## config.mk

```make
export PLATFORM = sky130hd
export DESIGN_NAME = spr_regs
export DESIGN_NICKNAME = d
export VERILOG_FILES = /design/src/pkg/spr_pkg.sv /design/src/verilog/spr_regs.sv
export SDC_FILE = /design/constraint.sdc
export NUM_CORES = 2
export LEC_CHECK = 0
export ABC_AREA = 1
export BUFFER_PORTS_ARGS = -buffer_cell sky130_fd_sc_hd__buf_4
export CORE_AREA = 5 5 673 675
export CTS_CLUSTER_DIAMETER = 150
export DETAILED_ROUTE_END_ITERATION = 12
export DIE_AREA = 0 0 678 680
export PLACE_DENSITY_LB_ADDON = 0.08
export SYNTH_ARGS = -nofsm -noshare
export SYNTH_HDL_FRONTEND = slang
export SYNTH_SLANG_ARGS = --single-unit
```

## constraint.sdc

```tcl
create_clock -name i_sys_clk -period 87.3 [get_ports i_sys_clk]
set_clock_uncertainty 0.2 [all_clocks]
set_input_delay 8.73 -clock i_sys_clk [delete_from_list [all_inputs] [get_ports i_sys_clk]]
set_output_delay 8.73 -clock i_sys_clk [all_outputs]
set_load 0.005 [all_outputs]
```

## src/pkg/spr_pkg.sv

```systemverilog
// constants for the per-port receive snapshot and transmit overhead insert register slice
package spr_pkg;
	localparam int SPR_PORTS = 4;
	localparam int SPR_NSNAP = 11;
	localparam logic [11:0] SPR_PORT_STRIDE = 12'h400;
	// offsets within one port's copy
	localparam logic [9:0] SPR_OFF_UNIT_SEL = 10'h2D4;
	localparam logic [9:0] SPR_OFF_SAMPLE_CMD = 10'h2D8;
	localparam logic [9:0] SPR_OFF_SNAP_BASE = 10'h2E8;
	localparam logic [9:0] SPR_OFF_LINE_REI = 10'h2E8;
	localparam logic [9:0] SPR_OFF_PATH_REI = 10'h2EC;
	localparam logic [9:0] SPR_OFF_POS_JUST = 10'h2F0;
	localparam logic [9:0] SPR_OFF_NEG_JUST = 10'h2F4;
	localparam logic [9:0] SPR_OFF_RX_VALID = 10'h2F8;
	localparam logic [9:0] SPR_OFF_IDLE_ABORT = 10'h2FC;
	localparam logic [9:0] SPR_OFF_CORR_ADDR = 10'h300;
	localparam logic [9:0] SPR_OFF_DROP_CHECK = 10'h304;
	localparam logic [9:0] SPR_OFF_OVERFLOW = 10'h308;
	localparam logic [9:0] SPR_OFF_SHORT_PKT = 10'h30C;
	localparam logic [9:0] SPR_OFF_LONG_PKT = 10'h310;
	localparam logic [9:0] SPR_OFF_TX_J0 = 10'h320;
	localparam logic [9:0] SPR_OFF_TX_E1F1 = 10'h324;
	localparam logic [9:0] SPR_OFF_TX_DCC = 10'h328;
	localparam logic [9:0] SPR_OFF_TX_K12 = 10'h32C;
	// snapshot index k is line REI (0) .. long packet (10); its command bit is k + this
	localparam int SPR_CMD_BIT_BASE = 3;
	localparam int SPR_IDX_POS_JUST = 2;
	localparam int SPR_IDX_NEG_JUST = 3;
	localparam int SPR_UNIT_PATH_REI_BIT = 4;
	localparam int SPR_UNIT_RX_VALID_BIT = 5;
	localparam logic [13:0] SPR_CMD_MASK = 14'h3FF8;
	// reset values
	localparam logic [31:0] SPR_RST_SNAP = 32'h0000_0000;
	localparam logic [7:0] SPR_RST_J0 = 8'h01;
	localparam logic [23:0] SPR_RST_BYTES = 24'h00_0000;
	// coding forced into K2 bits 6 to 8 while line alarms are sent
	localparam logic [2:0] SPR_K2_AIS_CODE = 3'h7;
	localparam logic [2:0] SPR_K2_RDI_CODE = 3'h6;
endpackage

```

## src/verilog/spr_regs.sv

```systemverilog
// per-port receive counter snapshots and transmit overhead insert registers, four ports
//
// Notes on behaviour
// - path REI snapshot is 32-bit read-only; unit follows the path REI unit select
// - positive justification snapshot in bits 15-0, upper bits read zero
// - negative justification snapshot in bits 15-0, upper bits read zero
// - cell mode: valid cell count read from the 32-bit receive valid snapshot
// - packet mode: same snapshot holds packets or bytes per the count-unit bit
// - idle cells or aborted packets share one 32-bit read-only snapshot
// - header-corrected cells or address/control error packets share one 32-bit snapshot
// - header-drop cells or frame check error packets share one 32-bit snapshot
// - receive overflow dropped cells or packets go to a 32-bit read-only snapshot
// - short packet count captured as 32-bit read-only value
// - long packet count captured as 32-bit read-only value
// - section trace byte bits 7-0 sent in J0, resets to 01
// - low byte sent as E1, second byte as F1, both reset zero
// - D1, D2, D3 inserted from bits 7-0, 15-8, 23-16
// - K1 from bits 7-0, K2 from bits 15-8
// - line AIS or RDI overrides transmitted K2 bits 6 to 8
// - without line alarms the programmed K2 goes out unchanged
// - writing 1 to a sample bit copies live counter then hardware clears bit
// - path REI unit bit selects bits (0) or frames (1); resets to bits
`timescale 1ns/1ps
`default_nettype none
module spr_regs
	import spr_pkg::*;
(
	input wire logic i_sys_clk,
	input wire logic i_rst,
	// synchronous microprocessor port, byte address
	input wire logic i_cs,
	input wire logic i_wr,
	input wire logic [11:0] i_addr,
	input wire logic [31:0] i_wdata,
	output logic [31:0] o_rdata,
	output logic o_ack,
	// live counters from the counter engines, same clock
	input wire logic [SPR_PORTS-1:0][SPR_NSNAP-1:0][31:0] i_live_count,
	input wire logic [SPR_PORTS-1:0] i_line_ais_tx,
	input wire logic [SPR_PORTS-1:0] i_line_rdi_tx,
	output logic [SPR_PORTS-1:0] o_path_rei_unit_frames,
	output logic [SPR_PORTS-1:0] o_rx_valid_unit_bytes,
	output logic [SPR_PORTS-1:0][7:0] o_tx_j0,
	output logic [SPR_PORTS-1:0][7:0] o_tx_e1,
	output logic [SPR_PORTS-1:0][7:0] o_tx_f1,
	output logic [SPR_PORTS-1:0][7:0] o_tx_d1,
	output logic [SPR_PORTS-1:0][7:0] o_tx_d2,
	output logic [SPR_PORTS-1:0][7:0] o_tx_d3,
	output logic [SPR_PORTS-1:0][7:0] o_tx_k1,
	output logic [SPR_PORTS-1:0][7:0] o_tx_k2
);
	logic [9:0] off;
	logic [1:0] port_sel;
	logic [SPR_PORTS-1:0][31:0] port_rdata;
	logic [31:0] rdata_d;
	logic [31:0] rdata_q;
	logic ack_d;
	logic ack_q;

	assign off = i_addr[9:0];
	assign port_sel = i_addr[11:10];

	genvar p;
	generate
		for (p = 0; p < SPR_PORTS; p++) begin : g_port
			logic wr_en;
			logic [10:0] cmd_d;
			logic [10:0] cmd_q;
			logic [1:0] unit_d;
			logic [1:0] unit_q;
			logic [SPR_NSNAP-1:0][31:0] snap_d;
			logic [SPR_NSNAP-1:0][31:0] snap_q;
			logic [7:0] j0_d;
			logic [7:0] j0_q;
			logic [15:0] e1f1_d;
			logic [15:0] e1f1_q;
			logic [23:0] dcc_d;
			logic [23:0] dcc_q;
			logic [15:0] k12_d;
			logic [15:0] k12_q;
			logic [7:0] k2_out_d;
			logic [7:0] k2_out_q;
			logic [31:0] rd_word;

			assign wr_en = i_cs && i_wr && (port_sel == p[1:0]);

			always_comb begin
				cmd_d = cmd_q;
				unit_d = unit_q;
				snap_d = snap_q;
				j0_d = j0_q;
				e1f1_d = e1f1_q;
				dcc_d = dcc_q;
				k12_d = k12_q;
				// a pending bit is served and cleared together on the next edge
				for (int k = 0; k < SPR_NSNAP; k++) begin
					if (cmd_q[k]) begin
						snap_d[k] = i_live_count[p][k];
						cmd_d[k] = 1'b0;
					end
				end
				// justification snapshots are 16 bits wide
				snap_d[SPR_IDX_POS_JUST][31:16] = 16'h0000;
				snap_d[SPR_IDX_NEG_JUST][31:16] = 16'h0000;
				if (wr_en) begin
					unique case (off)
						SPR_OFF_UNIT_SEL: begin
							unit_d = {i_wdata[SPR_UNIT_RX_VALID_BIT], i_wdata[SPR_UNIT_PATH_REI_BIT]};
						end
						SPR_OFF_SAMPLE_CMD: begin
							// a new request wins over the clear of a completing one
							cmd_d = cmd_d | i_wdata[SPR_CMD_BIT_BASE +: SPR_NSNAP];
						end
						SPR_OFF_TX_J0: begin
							j0_d = i_wdata[7:0];
						end
						SPR_OFF_TX_E1F1: begin
							e1f1_d = i_wdata[15:0];
						end
						SPR_OFF_TX_DCC: begin
							dcc_d = i_wdata[23:0];
						end
						SPR_OFF_TX_K12: begin
							k12_d = i_wdata[15:0];
						end
						default: begin
						end
					endcase
				end
				// alarm coding sits in K2 bits 6-8, the three low-order bits of the byte
				k2_out_d = k12_q[15:8];
				if (i_line_ais_tx[p]) begin
					k2_out_d[2:0] = SPR_K2_AIS_CODE;
				end else if (i_line_rdi_tx[p]) begin
					k2_out_d[2:0] = SPR_K2_RDI_CODE;
				end
			end

			always_ff @(posedge i_sys_clk or posedge i_rst) begin
				if (i_rst) begin
					cmd_q <= 11'h000;
					unit_q <= 2'h0;
					for (int k = 0; k < SPR_NSNAP; k++) begin
						snap_q[k] <= SPR_RST_SNAP;
					end
					j0_q <= SPR_RST_J0;
					e1f1_q <= SPR_RST_BYTES[15:0];
					dcc_q <= SPR_RST_BYTES;
					k12_q <= SPR_RST_BYTES[15:0];
					k2_out_q <= SPR_RST_BYTES[7:0];
				end else begin
					cmd_q <= cmd_d;
					unit_q <= unit_d;
					snap_q <= snap_d;
					j0_q <= j0_d;
					e1f1_q <= e1f1_d;
					dcc_q <= dcc_d;
					k12_q <= k12_d;
					k2_out_q <= k2_out_d;
				end
			end

			// read mux; no register changes on a read
			always_comb begin
				rd_word = 32'h0000_0000;
				unique case (off)
					SPR_OFF_UNIT_SEL: begin
						rd_word[SPR_UNIT_PATH_REI_BIT] = unit_q[0];
						rd_word[SPR_UNIT_RX_VALID_BIT] = unit_q[1];
					end
					SPR_OFF_SAMPLE_CMD: begin
						rd_word[SPR_CMD_BIT_BASE +: SPR_NSNAP] = cmd_q;
					end
					SPR_OFF_LINE_REI, SPR_OFF_PATH_REI, SPR_OFF_POS_JUST, SPR_OFF_NEG_JUST,
					SPR_OFF_RX_VALID, SPR_OFF_IDLE_ABORT, SPR_OFF_CORR_ADDR, SPR_OFF_DROP_CHECK,
					SPR_OFF_OVERFLOW, SPR_OFF_SHORT_PKT, SPR_OFF_LONG_PKT: begin
						rd_word = snap_q[4'((off - SPR_OFF_SNAP_BASE) >> 2)];
					end
					SPR_OFF_TX_J0: begin
						rd_word[7:0] = j0_q;
					end
					SPR_OFF_TX_E1F1: begin
						rd_word[15:0] = e1f1_q;
					end
					SPR_OFF_TX_DCC: begin
						rd_word[23:0] = dcc_q;
					end
					SPR_OFF_TX_K12: begin
						rd_word[15:0] = k12_q;
					end
					default: begin
					end
				endcase
			end

			assign port_rdata[p] = rd_word;
			assign o_path_rei_unit_frames[p] = unit_q[0];
			assign o_rx_valid_unit_bytes[p] = unit_q[1];
			assign o_tx_j0[p] = j0_q;
			assign o_tx_e1[p] = e1f1_q[7:0];
			assign o_tx_f1[p] = e1f1_q[15:8];
			assign o_tx_d1[p] = dcc_q[7:0];
			assign o_tx_d2[p] = dcc_q[15:8];
			assign o_tx_d3[p] = dcc_q[23:16];
			assign o_tx_k1[p] = k12_q[7:0];
			assign o_tx_k2[p] = k2_out_q;
		end
	endgenerate

	// every access, mapped or not, is answered one cycle later; unmapped reads give zero
	always_comb begin
		ack_d = i_cs;
		rdata_d = rdata_q;
		if (i_cs && !i_wr) begin
			rdata_d = port_rdata[port_sel];
		end
	end

	always_ff @(posedge i_sys_clk or posedge i_rst) begin
		if (i_rst) begin
			ack_q <= 1'b0;
			rdata_q <= 32'h0000_0000;
		end else begin
			ack_q <= ack_d;
			rdata_q <= rdata_d;
		end
	end

	assign o_ack = ack_q;
	assign o_rdata = rdata_q;
endmodule // spr_regs
`default_nettype wire

```

# After elaboration in Yosys (flattened, before gate mapping)
# Index checks and enable logic that the tools add are counted.
# classes
add_sub_neg	1
n_eq_ne	20
reduce_logical	29
mul	0
shift	0
n_lt_le_gt_ge	2
bitwise_logic	0
div	0
muxes	55
# op_table
op	count
32-bit binary-select mux with 4-bit select	4
10-bit == test, second input constant	17
32-bit two-way mux	5
6-bit one-hot mux with 5 select lines	4
32-bit binary-select mux with 2-bit select	1
8-bit one-hot mux with 2 select lines	4
3-bit one-hot mux with 5 select lines	4
2-bit one-hot mux with 7 select lines	4
11-bit two-way mux	5
2-bit one-hot mux with 6 select lines	4
2-bit AND reduction	20
8-bit two-way mux	4
2-bit one-hot mux with 4 select lines	4
3-bit two-way mux	8
1-bit one-hot mux with 6 select lines	4
11-bit OR reduction	1
1-bit logical AND	6
6-bit subtractor, second input constant	1
4-bit by 5-bit less-than comparator with 1-bit output, second input constant	1
2-bit == test, second input constant	2
2-bit by 3-bit less-than comparator with 1-bit output, second input constant	1
2-bit by 1-bit == test with 1-bit output, second input constant	1
2-bit logical NOT	1
1-bit logical NOT	1
# totals
romBits	0
in_bits	1464
latch_bits	0
regBits	1653
ramBits	0
mem_count	0
wordCells	181

# Longest topological paths before layout
# depth
ltp_word	6
mapped_depth	15

# Worst setup path before layout
# Ideal clock, no wire load.
# synth_timing
path_type	input -> register
from	input port i_addr[3]
to	register rdata_q[30] (netlist: o_rdata[30])
setup_ns	0.117
required_time_ns	86.983
cell_stages	11
t_arrival_ns	10.316
setup_slack_ns	76.667
cell_sequence	inv_2 ha_1 buf_2 buf_2 buf_1 clkbuf_1 a21oi_1 nand2_1 nand3_1 nand3_1 nand2_1
# synth_via
elab_chain_len	6
elab_cells_between_ends	27
# synth_lines
element	line_no	text
start: declaration	spr_regs.sv:33	input wire logic [11:0] i_addr,
6-bit subtractor	spr_regs.sv:177	rd_word = snap_q[4'((off - SPR_OFF_SNAP_BASE) >> 2)];
32-bit binary-select mux with 4-bit select	spr_regs.sv:177	
32-bit two-way mux (implied by the code)	spr_regs.sv:177	
8-bit two-way mux	spr_regs.sv:166	unique case (off)
32-bit binary-select mux with 2-bit select *	spr_regs.sv:215	rdata_d = port_rdata[port_sel];
32-bit two-way mux (implied by the code) *	spr_regs.sv:215	
end signal: assignment	spr_regs.sv:225	rdata_q <= rdata_d;
end: declaration	spr_regs.sv:56	logic [31:0] rdata_q;
# Every way passes the cells marked *; elsewhere a longest branch is shown, timed or not. The select of a mux whose other input is x is not followed.
# A chain may end at the register's enable or synchronous reset.

# Worst setup path after layout
# layout_timing
from	input port i_addr[3]
to	register rdata_q[11] (netlist: o_rdata[11])
# layout_via
elab_chain_len	6
elab_cells_between_ends	31
# layout_lines
element	line_no
6-bit subtractor	spr_regs.sv:177
32-bit binary-select mux with 4-bit select	spr_regs.sv:177
32-bit two-way mux (implied by the code)	spr_regs.sv:177
6-bit one-hot mux with 5 select lines	spr_regs.sv:166
32-bit binary-select mux with 2-bit select *	spr_regs.sv:215
32-bit two-way mux (implied by the code) *	spr_regs.sv:215
# Marks and branches as above.

==> flow_metrics.py <==
metrics = {
    "timing": {
        "fmax_mhz": 77.7,
        "worst_pin_slew_ns": 1.23,
        "setup_slack_ns": 74.42,
        "tns_ns": 0,
        "slew_headroom_pct": 18.1,
        "hold_violations": 0,
        "hold_slack_ns": 0.203,
        "final_max_slew_viol_count": 0,
        "min_period_ns": 12.88,
        "rsz0062_at_grt": "no",
        "fin_crit_sh_pct": 14.7,
        "setup_viol": 0,
    },
    "setup_path": {
        "cp_data_arrival_time_ns": 13.56,
        "endpoint_kind": "flop",
        "start_kind": "primary input",
        "required_ns": 87.98,
        "path_max_fanout": 40,
        "timing.setup.critical_path_class": "primary input to flop",
    },
    "detailed_routing": {
        "drt_wl_total_um": 548000,
        "dr.pass1.iters": 8,
        "postRouteAntennaNets": 0,
        "viasPerCell": 4.29,
        "avgRoutedWirePerCell_um": 33.2,
        "drtIter0Drc": 5615,
        "drcViolationCount": 0,
        "vias": 70800,
    },
    "placed_design": {
        "dp.final_hpwl_um": 424000,
        "place_ws_ns": 73.35,
        "place.port_buffers": 1624,
        "gp_congestion": 0.861,
    },
    "power": {
        "seq_power_share_pct": 40.2,
        "p_sw_share_pct": 27.6,
        "power.leakage_nw": 48.2,
        "combinationalPowerShare_pct": 9.7,
        "power.share.clock_pct": 50.1,
        "vdd_drop_max_uv": 16.4,
        "p_int_w": 0.00139,
        "p_switching_w": 0.000528,
        "power_density_nw_per_um2": 19.0,
    },
    "finish": {
        "fill_cells": 49900,
        "drive_gt1_share_pct": 24.9,
        "area_growth_pct": 35.5,
        "nets": 11700,
    },
    "clock_network": {
        "clk_path_buf_depth": 4,
        "clkTransAtPathRegs_ns": 0.06,
        "ctsHoldBuffers": 0,
        "clkSinkCount": 1653,
        "post_cts_resized": 0,
        "htree_levels": 4,
        "cts_setup_buffers": 0,
        "cts_root_buffer": "clkbuf_16",
        "cts_buffers": 224,
        "cts_tree": "done",
        "insertion_delay_ns": 0.95,
    },
    "logic_synthesis": {
        "netlist.top_cell.by_area": "dfrtp_1",
        "synth_ff_type": "dfrtp_1",
        "ys_ff_latch": 1653,
        "synth_top_area_share_pct": 55.3,
        "syn-num-nets": 10300,
        "synth-async-reset-ratio_pct": 100,
        "syn_inst": 8849,
        "syn_area_per_cell_um2": 8.42,
        "synthTopCellsByArea": "dfrtp_1 55%, nand2_1 15%, mux2_2 5.8%",
        "synth.distinct_cells": 35,
        "synth_edf_count": 0,
        "yosys_warnings": 0,
        "ys_seq_area_share_pct": 55.5,
        "netlist_area_um2": 74600,
    },
    "die": {
        "pin_count": 1761,
        "dieArea_um2": 461000,
        "rows": 246,
        "start_util_pct": 16.7,
        "die_x_um": 678,
        "die_h_um": 680,
        "core_area_um2": 447000,
    },
    "global_routing": {
        "grt_usage_pct": 22.9,
        "use_met2_pct": 37.9,
        "grt_pass1_vias": 72100,
        "grt-busiest-layer": "met2",
        "grt_max_degree": 134,
        "grt_use_met3_pct": 4.97,
        "antenna_found_initial": 263,
        "grt_pass1_wl_um": 710000,
        "gr-total-overflow": 0,
        "use_met1_pct": 28.9,
    },
    "worst_hold_path": {
        "hp-class": "flop to flop",
    },
    "job": {
        "drv_cap": 0,
    },
    "status": {
        "outcome": "finished, final reports clean",
    },
}
==> cell type report <==
class	instances	area [µm²]	area share [%]
clock buffers	350	6720	6.65
flip-flops and latches	1653	41500	41.0
clock inverters	47	681	0.674
inverters	739	2790	2.77
repair buffers	1783	13500	13.4
well taps	5952	7450	7.37
diodes	120	300	0.297
multi-input cells	5869	28100	27.8
==> state kept, by name, indices dropped and copies added, names as in the netlist <==
name	cells
g_port.e1f1_q	64
g_port.k2_out_q	32
g_port.cmd_q	44
g_port.unit_q	8
o_ack	1
o_rdata	32
g_port.k12_q	64
g_port.j0_q	32
g_port.snap_q	1280
g_port.dcc_q	96
==> path summary, 6_finish.rpt <==
path                                                         end                         startpoint  slack, ns  depth (start not counted)
min in group asynchronous       g_port[1].snap_q[60]$_DFFE_PP0P_                              i_rst       7.68                          2
worst min register to register   g_port[0].k2_out_q[4]$_DFF_PP0_    g_port[0].k12_q[12]$_DFFE_PP0P_       0.20                          0
max in group asynchronous        g_port[0].k12_q[11]$_DFFE_PP0P_                              i_rst      75.34                          6
worst max-delay path                     o_rdata[11]$_DFFE_PP0P_                          i_addr[3]      74.42                         15
worst min-delay path             g_port[0].k2_out_q[4]$_DFF_PP0_    g_port[0].k12_q[12]$_DFFE_PP0P_       0.20                          0
worst max register to register           o_rdata[15]$_DFFE_PP0P_  g_port[3].snap_q[175]$_DFFE_PP0P_      84.45                         10
==> cell usage after synthesis, types with 2 or more instances <==
master,number
a21oi_1,293
a22oi_1,14
a31oi_1,5
buf_1,46
buf_2,85
buf_4,34
clkbuf_1,423
clkinv_1,2
dfrtp_1,1649
dfstp_2,4
inv_1,718
inv_2,19
mux2_2,384
nand2_1,3044
nand3_1,398
nand4_1,113
nor2_1,498
nor2_2,7
nor3_1,2
o2111ai_1,42
o211ai_1,20
o21ai_0,735
o21ai_1,217
o221ai_1,29
o22ai_1,57
o31ai_1,2
==> logic make-up (layout without fill, tap and decap cells) <==
kind of cell | Yosys count | in the layout | share of synthesized area, %
AOI/OAI and AO/OA | 1415 | 1415 | 10.1
other | 0 | 120 | 0
xor gates and xnor gates | 2 | 2 | 0.0235
DFF | 1653 | 1653 | 55.5
buffers and inverters | 1327 | 2919 | 7.00
and+or+nand+nor | 4067 | 4067 | 21.6
adders and majority gates | 1 | 1 | 0.0168
muxes | 384 | 384 | 5.80
==> power groups by stage <==
stage          Combinational [W]  Sequential (W)  Clock, W
3_5_place_dp            0.000190        0.000784         0
3_3_place_gp            0.000190        0.000784         0
2_1_floorplan          0.0000527        0.000786         0
4_1_cts                 0.000191        0.000770  0.000991
6_report                0.000186        0.000770  0.000959
5_1_grt                 0.000196        0.000770   0.00101
==> metrics by stage <==
step	total power [W]	cells	util [%]	cell area (µm²)
after global placement	0.000974	16000	20.9	93300
after detailed placement	0.000974	16000	20.9	93300
after CTS	0.00195	16400	22.5	101000
after global routing	0.00198	16500	22.6	101000
final	0.00191	16500	22.6	101000
after floorplan	0.000839	8849	-	74600
==> worst max-delay path: stages <==
cell and delay, ns:
buf_4 0.61, inv_2 0.28, nand2_4 0.35, buf_4 0.55, buf_4 0.64, nor2_1 0.19, a21oi_1 0.27, nand3_1 0.25
nand3_1 0.79, nand2_1 0.17, nand2_1 0.11, nand2_1 0.05, nand2_1 0.17, o21ai_1 0.09, nand2_1 0.07
==> cell usage in the layout, fill, tap and decap left out, drive strengths merged, types with 20 or more instances in the layout <==
cell type	n
nand2	3044
buf	1783
dfrtp	1649
o21ai	952
inv	750
nor2	506
nand3	398
mux2	384
clkbuf	350
a21oi	293
diode	120
nand4	113
o22ai	57
o2111ai	42
o221ai	29
clkinv	23
o211ai	20
==> layer usage <==
metal,vias up,wire length (µm)
li1,31400,-
met1,36200,232000
met2,2452,260000
met3,775,31800
met4,88,23600
met5,-,558
No activity file was read; power rests on OpenSTA's default activity.
